===== config.mk =====
export PLATFORM = sky130hd
export DESIGN_NAME = acpr_host
export DESIGN_NICKNAME = d
export VERILOG_FILES = /design/src/acpr_pkg.sv /design/src/acpr_fifo.sv /design/src/acpr_host.sv
export SDC_FILE = /design/constraint.sdc
export NUM_CORES = 1
export LEC_CHECK = 0
export BUFFER_PORTS_ARGS = -buffer_cell sky130_fd_sc_hd__clkbuf_2
export CORE_MARGIN = 10
export CORE_UTILIZATION = 45
export DETAILED_ROUTE_END_ITERATION = 12
export HOLD_SLACK_MARGIN = 0.1
export SLEW_MARGIN = 20
export SYNTH_ARGS = -nofsm -noshare
export SYNTH_HDL_FRONTEND = slang
export SYNTH_SLANG_ARGS = --single-unit

===== constraint.sdc =====
create_clock -name clk_i -period 2.95 [get_ports clk_i]
set_input_delay 0.4425 -clock clk_i [delete_from_list [all_inputs] [get_ports clk_i]]
set_output_delay 0.4425 -clock clk_i [all_outputs]
set_load 0.005 [all_outputs]

===== src/acpr_pkg.sv =====
// constants shared by the converter host controller
package acpr_pkg;
  localparam int unsigned CLK_MHZ         = 40;
  localparam int unsigned READ_GAP_NS     = 30;
  localparam int unsigned EOC_MAX_NS      = 110;
  localparam int unsigned SAMPLE_MAX_NS   = 530;
  localparam int unsigned PWRUP_EXT_NS    = 1000;
  localparam int unsigned PWRUP_INT_NS    = 25000;
  localparam int unsigned CONV_LOW_NS     = 100;
  localparam int unsigned RD_LOW_NS       = 50;
  // least times round up
  localparam int unsigned READ_GAP_CYC    = (READ_GAP_NS * CLK_MHZ + 999) / 1000;
  localparam int unsigned CONV_LOW_CYC    = (CONV_LOW_NS * CLK_MHZ + 999) / 1000;
  localparam int unsigned RD_LOW_CYC      = (RD_LOW_NS * CLK_MHZ + 999) / 1000;
  localparam int unsigned SAMPLE_WAIT_CYC = (SAMPLE_MAX_NS * CLK_MHZ + 999) / 1000 + 2;
  localparam int unsigned PWRUP_EXT_CYC   = (PWRUP_EXT_NS * CLK_MHZ + 999) / 1000;
  localparam int unsigned PWRUP_INT_CYC   = (PWRUP_INT_NS * CLK_MHZ + 999) / 1000;
  localparam int unsigned EOC_WAIT_CYC    = 64;
  localparam int unsigned DATA_W          = 8;
  localparam int unsigned CH_W            = 3;
  localparam logic [2:0]  CH_RESET        = 3'h0;
  localparam int unsigned FIFO_DEPTH      = 4;
  typedef enum logic [6:0] {
    ACPR_IDLE   = 7'h01,
    ACPR_WAKE   = 7'h02,
    ACPR_PWRUP  = 7'h04,
    ACPR_CONV   = 7'h08,
    ACPR_WAIT   = 7'h10,
    ACPR_READ   = 7'h20,
    ACPR_GAP    = 7'h40
  } acpr_state_t;
endpackage


===== src/acpr_fifo.sv =====
// small result fifo with valid and ready on both sides
`timescale 1ns/1ps
module acpr_fifo #(
  parameter int unsigned WIDTH = 11,
  parameter int unsigned DEPTH = 4
) (
  // clock and reset
  input  wire logic             clk_i,
  input  wire logic             rst_i,
  // fill side
  input  wire logic             in_valid_i,
  output logic                  in_ready_o,
  input  wire logic [WIDTH-1:0] in_data_i,
  // drain side
  output logic                  out_valid_o,
  input  wire logic             out_ready_i,
  output logic      [WIDTH-1:0] out_data_o
);
  localparam int unsigned AW = (DEPTH > 1) ? $clog2(DEPTH) : 1;
  // the wrap bit trick for full and empty needs a power-of-two depth
  if (DEPTH < 2 || (DEPTH & (DEPTH - 1)) != 0) begin : g_bad_depth
    $error("depth must be a power of two");
  end
  if (WIDTH < 1) begin : g_bad_width
    $error("width must be positive");
  end
  logic [WIDTH-1:0] mem_reg [DEPTH];
  logic [AW:0]      wr_reg;
  logic [AW:0]      rd_reg;
  wire              full  = (wr_reg[AW] != rd_reg[AW]) && (wr_reg[AW-1:0] == rd_reg[AW-1:0]);
  wire              empty = (wr_reg == rd_reg);
  wire              push  = in_valid_i && !full;
  wire              pop   = out_ready_i && !empty;
  assign in_ready_o  = !full;
  assign out_valid_o = !empty;
  assign out_data_o  = mem_reg[rd_reg[AW-1:0]];
  always_ff @(posedge clk_i or posedge rst_i) begin
    if (rst_i) begin
      wr_reg <= '0;
      rd_reg <= '0;
    end else begin
      if (push) wr_reg <= wr_reg + 1'b1;
      if (pop) rd_reg <= rd_reg + 1'b1;
    end
  end
  always_ff @(posedge clk_i) begin
    if (push) mem_reg[wr_reg[AW-1:0]] <= in_data_i;
  end
endmodule


===== src/acpr_host.sv =====
// host controller that drives the sampling converter through its pins
// Summary of operation
// - wait at least 30 ns after a read before the next conversion start
// - in power-down mode hold convert_start_n low until end-of-conversion rises
// - select may stay low; read alone accesses the result (here select is driven with the same strobe as read)
// - end-of-conversion could drive select and read directly
// - end-of-conversion falling edge is treated as result-ready event
// - channel bits stay independent of chip selection
// - on-chip reference: wait 25 us after wake before starting
`timescale 1ns/1ps
module acpr_host
  import acpr_pkg::*;
#(
  parameter int unsigned PWRUP_INT_CYCLES = PWRUP_INT_CYC,
  parameter int unsigned FDEPTH           = FIFO_DEPTH
) (
  // clock and reset
  input  wire logic              clk_i,
  input  wire logic              rst_i,
  // user command side
  input  wire logic              start_i,
  input  wire logic [CH_W-1:0]   channel_i,
  input  wire logic              auto_powerdown_i,
  input  wire logic              internal_ref_i,
  output logic                   busy_o,
  // results, tagged with the channel converted
  output logic                   result_valid_o,
  input  wire logic              result_ready_i,
  output logic [DATA_W-1:0]      result_data_o,
  output logic [CH_W-1:0]        result_channel_o,
  // converter pins
  output logic                   convert_start_n_o,
  output logic                   select_n_o,
  output logic                   read_n_o,
  output logic                   channel_addr_bit2_o,
  output logic                   channel_addr_bit1_o,
  output logic                   channel_addr_bit0_o,
  input  wire logic              eoc_n_i,
  input  wire logic [DATA_W-1:0] data_i
);
  // refuse settings that the 16-bit cycle counter or the fifo cannot serve
  if (PWRUP_INT_CYCLES < 1 || PWRUP_INT_CYCLES > 32'h0000_ffff) begin : g_bad_pwrup
    $error("power-up count must fit the cycle counter");
  end
  if (FDEPTH < 2 || (FDEPTH & (FDEPTH - 1)) != 0) begin : g_bad_depth
    $error("fifo depth must be a power of two");
  end

  function automatic logic [15:0] cyc16(input int unsigned n);
    cyc16 = 16'(n);
  endfunction

  // pin synchronisers
  logic              eoc_s1_reg;
  logic              eoc_s2_reg;
  logic              eoc_old_reg;
  logic [DATA_W-1:0] dat_s1_reg;
  logic [DATA_W-1:0] dat_s2_reg;
  always_ff @(posedge clk_i or posedge rst_i) begin
    if (rst_i) begin
      eoc_s1_reg  <= 1'b1;
      eoc_s2_reg  <= 1'b1;
      eoc_old_reg <= 1'b1;
      dat_s1_reg  <= '0;
      dat_s2_reg  <= '0;
    end else begin
      eoc_s1_reg  <= eoc_n_i;
      eoc_s2_reg  <= eoc_s1_reg;
      eoc_old_reg <= eoc_s2_reg;
      dat_s1_reg  <= data_i;
      dat_s2_reg  <= dat_s1_reg;
    end
  end
  wire eoc_fall = eoc_old_reg && !eoc_s2_reg;
  wire eoc_rise = !eoc_old_reg && eoc_s2_reg;

  acpr_state_t       state_reg;
  acpr_state_t       state_next;
  logic [15:0]       cnt_reg;
  logic [15:0]       cnt_next;
  logic              cs_reg;
  logic              cs_next;
  logic              rd_reg;
  logic              rd_next;
  logic              sleep_reg;
  logic              sleep_next;
  logic              mode_reg;
  logic              mode_next;
  logic [CH_W-1:0]   ch_reg;
  logic [CH_W-1:0]   ch_next;
  logic [CH_W-1:0]   conv_ch_reg;
  logic [CH_W-1:0]   conv_ch_next;
  logic [CH_W-1:0]   addr_reg;
  logic [CH_W-1:0]   addr_next;
  logic              push;
  logic              fifo_ready;
  wire               cnt_done = (cnt_reg == 16'h0000);
  wire [15:0]        cnt_dec  = cnt_reg - 16'h0001;
  wire [15:0]        wake_cyc = internal_ref_i ? cyc16(PWRUP_INT_CYCLES) : cyc16(1);

  always_comb begin
    state_next   = state_reg;
    cnt_next     = cnt_done ? cnt_reg : cnt_dec;
    cs_next      = cs_reg;
    rd_next      = rd_reg;
    sleep_next   = sleep_reg;
    mode_next    = mode_reg;
    ch_next      = ch_reg;
    conv_ch_next = conv_ch_reg;
    addr_next    = addr_reg;
    push         = 1'b0;
    case (state_reg)
      ACPR_IDLE: begin
        if (start_i && fifo_ready) begin
          mode_next = auto_powerdown_i;
          addr_next = channel_i;
          if (sleep_reg) begin
            cs_next    = 1'b1;
            state_next = ACPR_WAKE;
            cnt_next   = 16'h0001;
          end else begin
            cs_next    = 1'b0;
            state_next = ACPR_CONV;
            cnt_next   = cyc16(CONV_LOW_CYC);
          end
        end
      end
      ACPR_WAKE: begin
        // convert_start_n is low while asleep; raising it wakes the converter
        cs_next    = 1'b1;
        sleep_next = 1'b0;
        state_next = ACPR_PWRUP;
        cnt_next   = wake_cyc;
      end
      ACPR_PWRUP: begin
        if (cnt_done) begin
          cs_next    = 1'b0;
          state_next = ACPR_CONV;
          cnt_next   = cyc16(CONV_LOW_CYC);
        end
      end
      ACPR_CONV: begin
        // high-speed mode releases start early, well before the result is due
        if (cnt_done && !mode_reg) cs_next = 1'b1;
        conv_ch_next = ch_reg;
        if (eoc_fall) begin
          state_next = ACPR_WAIT;
          cnt_next   = cyc16(EOC_WAIT_CYC);
        end
      end
      ACPR_WAIT: begin
        // power-down mode keeps start low past the end-of-conversion rise
        if (!mode_reg) cs_next = 1'b1;
        if (eoc_rise || cnt_done) begin
          sleep_next = mode_reg;
          rd_next    = 1'b0;
          ch_next    = addr_reg;
          state_next = ACPR_READ;
          cnt_next   = cyc16(RD_LOW_CYC + 2);
        end
      end
      ACPR_READ: begin
        if (cnt_done) begin
          rd_next    = 1'b1;
          push       = 1'b1;
          state_next = ACPR_GAP;
          cnt_next   = cyc16(READ_GAP_CYC);
        end
      end
      ACPR_GAP: begin
        if (cnt_done) state_next = ACPR_IDLE;
      end
      default: begin
        state_next = ACPR_IDLE;
      end
    endcase
  end

  always_ff @(posedge clk_i or posedge rst_i) begin
    if (rst_i) begin
      state_reg   <= ACPR_IDLE;
      cnt_reg     <= '0;
      // start held low in reset: a stray conversion ends in power-down,
      // so the converter is asleep as assumed and the first start gives a rising edge
      cs_reg      <= 1'b0;
      rd_reg      <= 1'b1;
      sleep_reg   <= 1'b1;
      mode_reg    <= 1'b0;
      ch_reg      <= CH_RESET;
      conv_ch_reg <= CH_RESET;
      addr_reg    <= CH_RESET;
    end else begin
      state_reg   <= state_next;
      cnt_reg     <= cnt_next;
      cs_reg      <= cs_next;
      rd_reg      <= rd_next;
      sleep_reg   <= sleep_next;
      mode_reg    <= mode_next;
      ch_reg      <= ch_next;
      conv_ch_reg <= conv_ch_next;
      addr_reg    <= addr_next;
    end
  end

  // limitation: a full fifo stalls new conversions rather than dropping results
  acpr_fifo #(
    .WIDTH (DATA_W + CH_W),
    .DEPTH (FDEPTH)
  ) u_fifo (
    .clk_i       (clk_i),
    .rst_i       (rst_i),
    .in_valid_i  (push),
    .in_ready_o  (fifo_ready),
    .in_data_i   ({conv_ch_reg, dat_s2_reg}),
    .out_valid_o (result_valid_o),
    .out_ready_i (result_ready_i),
    .out_data_o  ({result_channel_o, result_data_o})
  );

  assign busy_o              = (state_reg != ACPR_IDLE);
  assign convert_start_n_o   = cs_reg;
  // own read strobe instead of looping end-of-conversion back, so data is sampled on our clock
  assign select_n_o          = rd_reg;
  assign read_n_o            = rd_reg;
  assign channel_addr_bit2_o = addr_reg[2];
  assign channel_addr_bit1_o = addr_reg[1];
  assign channel_addr_bit0_o = addr_reg[0];
endmodule


==> summary.json <==
{
  "timing": {
    "final.hold.worst_slack_ns": 0.145,
    "report.final.hold_viol_count": 0,
    "timing.final.setup_violations": 0,
    "final.setup.tns_ns": 0,
    "worst_clock_skew_ns": 0.00769,
    "max-slew-margin-rel_pct": 52.1,
    "tightest_slew_ns": 0.710,
    "finalWorstPathRequiredPeriod_ns": 2.48,
    "setup_repair_after_global_routing_missed_its_margin": "no",
    "drv_slew": 0,
    "min_period_over_period_pct": 84.0,
    "achievable_frequency_ghz": 0.404
  },
  "cts": {
    "cts.reportedPaths.clkPinSlew_ns": 0.10,
    "cts_inserted_buffers": 9,
    "clock_insertion_delay_at_the_later_pin_of_the_skew_report_ns": 0.37,
    "cts_tree": "built",
    "htree_levels": 3,
    "cts.sinks": 105,
    "cts-root-to-sink-buffers": 2,
    "post_cts_resized": 0,
    "cts.repair_timing.setup_buffer_count": 0,
    "clockRootBuffer": "sky130_fd_sc_hd__clkbuf_8"
  },
  "power": {
    "p_leak_nw": 2.10,
    "sw_ratio_pct": 34.4,
    "seq_power_share_pct": 43.2,
    "netSwitchingPower_mw": 1.56,
    "ir_worst_vdd_uv": 457,
    "pwr_density_cell_mw_per_mm2": 879,
    "power_frac_clock_pct": 19.9,
    "pwr-share-comb_pct": 36.9,
    "internal-power_mw": 2.97
  },
  "placed_design": {
    "dpl.hpwl_um": 6430,
    "dpl_cell_area_sq_mm": 0.00494,
    "gp_congestion": 0.814,
    "port_buffers": 36,
    "dp.cells": 502
  },
  "die": {
    "floorplan.rows": 36,
    "floorplan.initialDensity_pct": 46.3,
    "die-area_sq_mm": 0.0145,
    "io-pin-count": 37,
    "floorplan.die.height_um": 120,
    "die_outline_width_um": 120,
    "coreArea_sq_mm": 0.00982
  },
  "synth": {
    "portion_of_the_post_synthesis_area_used_by_sequential_elements_pct": 62.8,
    "netlist_top_cells_count": "sky130_fd_sc_hd__dfrtp_1 (55), sky130_fd_sc_hd__edfxtp_1 (44), sky130_fd_sc_hd__nor2_1 (21)",
    "largest_family_of_logic_cells_by_synthesized_area": "simple AND/OR/NAND/NOR gates",
    "post_synth_instance_area_sq_mm": 0.00454,
    "synth_seq_cells": 105,
    "synthDistinctLibCells": 60,
    "synth_compound_area_share_pct": 7.27,
    "synthesis.yosys.warnings": 0,
    "largest_cells_by_area_after_synthesis": "sky130_fd_sc_hd__dfrtp_1 (30%), sky130_fd_sc_hd__edfxtp_1 (29%), sky130_fd_sc_hd__mux4_2 (5.5%)",
    "asyncSetResetFlopFracSynth_pct": 58.1,
    "synthFlopType": "sky130_fd_sc_hd__dfrtp_1",
    "synthSimpleGateAreaFrac_pct": 12.3,
    "yosysTopAreaCell": "sky130_fd_sc_hd__dfrtp_1",
    "share_of_the_synthesized_area_in_the_top_cell_type_pct": 30.3,
    "synth_adder_area_share_pct": 2.45,
    "synth_xor_xnor_area_share_pct": 4.43,
    "synth.mux.area_fraction_pct": 8.12,
    "number_of_synthesized_flops_with_an_enable_pin": 44,
    "synth_area_per_cell_sq_um": 13.7,
    "syn-instance-count": 331,
    "synth_most_common_cell": "sky130_fd_sc_hd__dfrtp_1",
    "syn-num-nets": 357
  },
  "route": {
    "dr.pass1.iters": 4,
    "wl_per_cell_um": 17.2,
    "detail-route-antenna-nets": 0,
    "postRouteWirelength_um": 8940,
    "drc": 0,
    "detailroute.via_count": 2745,
    "post_drt_via_cell_ratio": 5.29,
    "drt-initial-drc-count": 192
  },
  "critical_path": {
    "worstPathArrival_ns": 2.75,
    "worstSetupEndpointType": "register",
    "worst-path-max-fanout": 11,
    "critPathRequiredTime_ns": 3.22,
    "count_of_cells_along_the_worst_register_to_register_path": 6,
    "timing.critical_path.from_type": "register",
    "critical_path.n_buffers_inverters": 1,
    "cp.depth": 6,
    "critPathTopFamily": "simple AND/OR/NAND/NOR gates",
    "critical_path.slowest_cell": "sky130_fd_sc_hd__or4_4",
    "cp_cell_sequence": "or4_4 -> maj3_2 -> a211o_4 -> nor4_4 -> buf_4 -> nor2_1",
    "slowest_delay_ns": 0.60,
    "worst_path_class_setup": "register to register"
  },
  "cells_and_area": {
    "final_nets": 407,
    "drive_gt1_share_pct": 27.7,
    "fin_area_sq_mm": 0.00515,
    "antennaDiodeCount": 0,
    "instances_no_fill": 519,
    "largest_register_ff_count": 44,
    "areaGrowthSynthToFinish_pct": 13.4
  },
  "grt": {
    "grt.overflow.total": 0,
    "grt_pass1_wl_um": 15100,
    "antenna_found_initial": 0,
    "via_count_of_the_first_global_routing_pass": 2903,
    "grt_max_degree": 24,
    "grt_use_total_pct": 13.0
  },
  "min_path": {
    "type_of_the_worst_min_delay_path": "primary input to register",
    "holdPathStages": 1
  },
  "outcome": {
    "run_status": "finished, final reports clean"
  },
  "run": {
    "max-cap-violations": 0
  }
}
-- stage by stage --
stage / setup WS [ns] / util, % / total power, mW
2_1_floorplan: 0.606 / - / 3.19
3_3_place_gp: 0.502 / 50.3 / 3.65
3_5_place_dp: 0.438 / 50.3 / 3.67
4_1_cts: 0.435 / 52.5 / 4.58
5_1_grt: 0.257 / 52.5 / 4.84
6_report: 0.472 / 52.5 / 4.53
-- routing by layer --
layer	global-route usage [%]	vias up	share of wire (%)
met1	15.8	1352	43
met4	4.07	0	1.5
met3	3.68	12	4.6
li1	-	1327	-
met2	21.8	54	51
met5	0	-	0
-- power by group through the flow --
stage / registers (mW) / clock network (mW) / logic (mW)
after floorplan: 1.92 / 0 / 1.27
after global placement: 1.98 / 0 / 1.67
after detailed placement: 1.99 / 0 / 1.68
after CTS: 1.96 / 0.933 / 1.69
after global routing: 1.99 / 0.990 / 1.86
final: 1.96 / 0.903 / 1.67
-- placed cells by master (no fill, tap or decap), drive strengths merged, types with 5 or more instances in the layout --
master	Yosys	routed
dfrtp	55	55
clkbuf	8	45
edfxtp	44	44
nor2	21	21
nand2	18	18
buf	7	17
xnor2	16	16
o21ai	14	14
nor4	12	12
inv	10	12
mux4	11	11
mux2	9	9
nor3	9	9
nand3	8	8
ha	8	8
xor2	7	7
a21oi	7	7
dfstp	6	6
and3	5	5
-- path summary, 6_finish.rpt --
kind	start	end	slack (ns)
setup / recovery	state_reg[3]	cnt_reg[12]	0.47
hold / removal	eoc_n_i	eoc_s1_reg	0.15
setup reg to reg	state_reg[3]	cnt_reg[12]	0.47
hold reg to reg	dat_s1_reg[6]	dat_s2_reg[6]	0.36
max in group asynchronous	rst_i	eoc_s1_reg	1.66
min in group asynchronous	rst_i	dat_s1_reg[4]	0.59
-- logic make-up after synthesis --
kind of cell / count (synthesis)
flip-flops: 105
AND/OR/NAND/NOR: 100
AO/OA/AOI/OAI: 47
buffers and inverters: 25
XOR/XNOR: 23
multiplexers: 22
adder cells (fa/ha/maj): 9
-- cell type report --
type	count	area (sq um)
sequential	105	2860
multi-input combinational	201	1570
inverter	10	37.5
tap	133	166
clock buffer	9	124
timing repair buffer	54	318
fill	865	4670
clock inverter	7	77.6
-- repair_timing --
action                                 4_1_cts  5_1_grt
hold buffers                                 1        0
setup endpoints to repair                    0        0
endpoints found under the hold margin       16        0
Power figures use the tool's default switching activity.
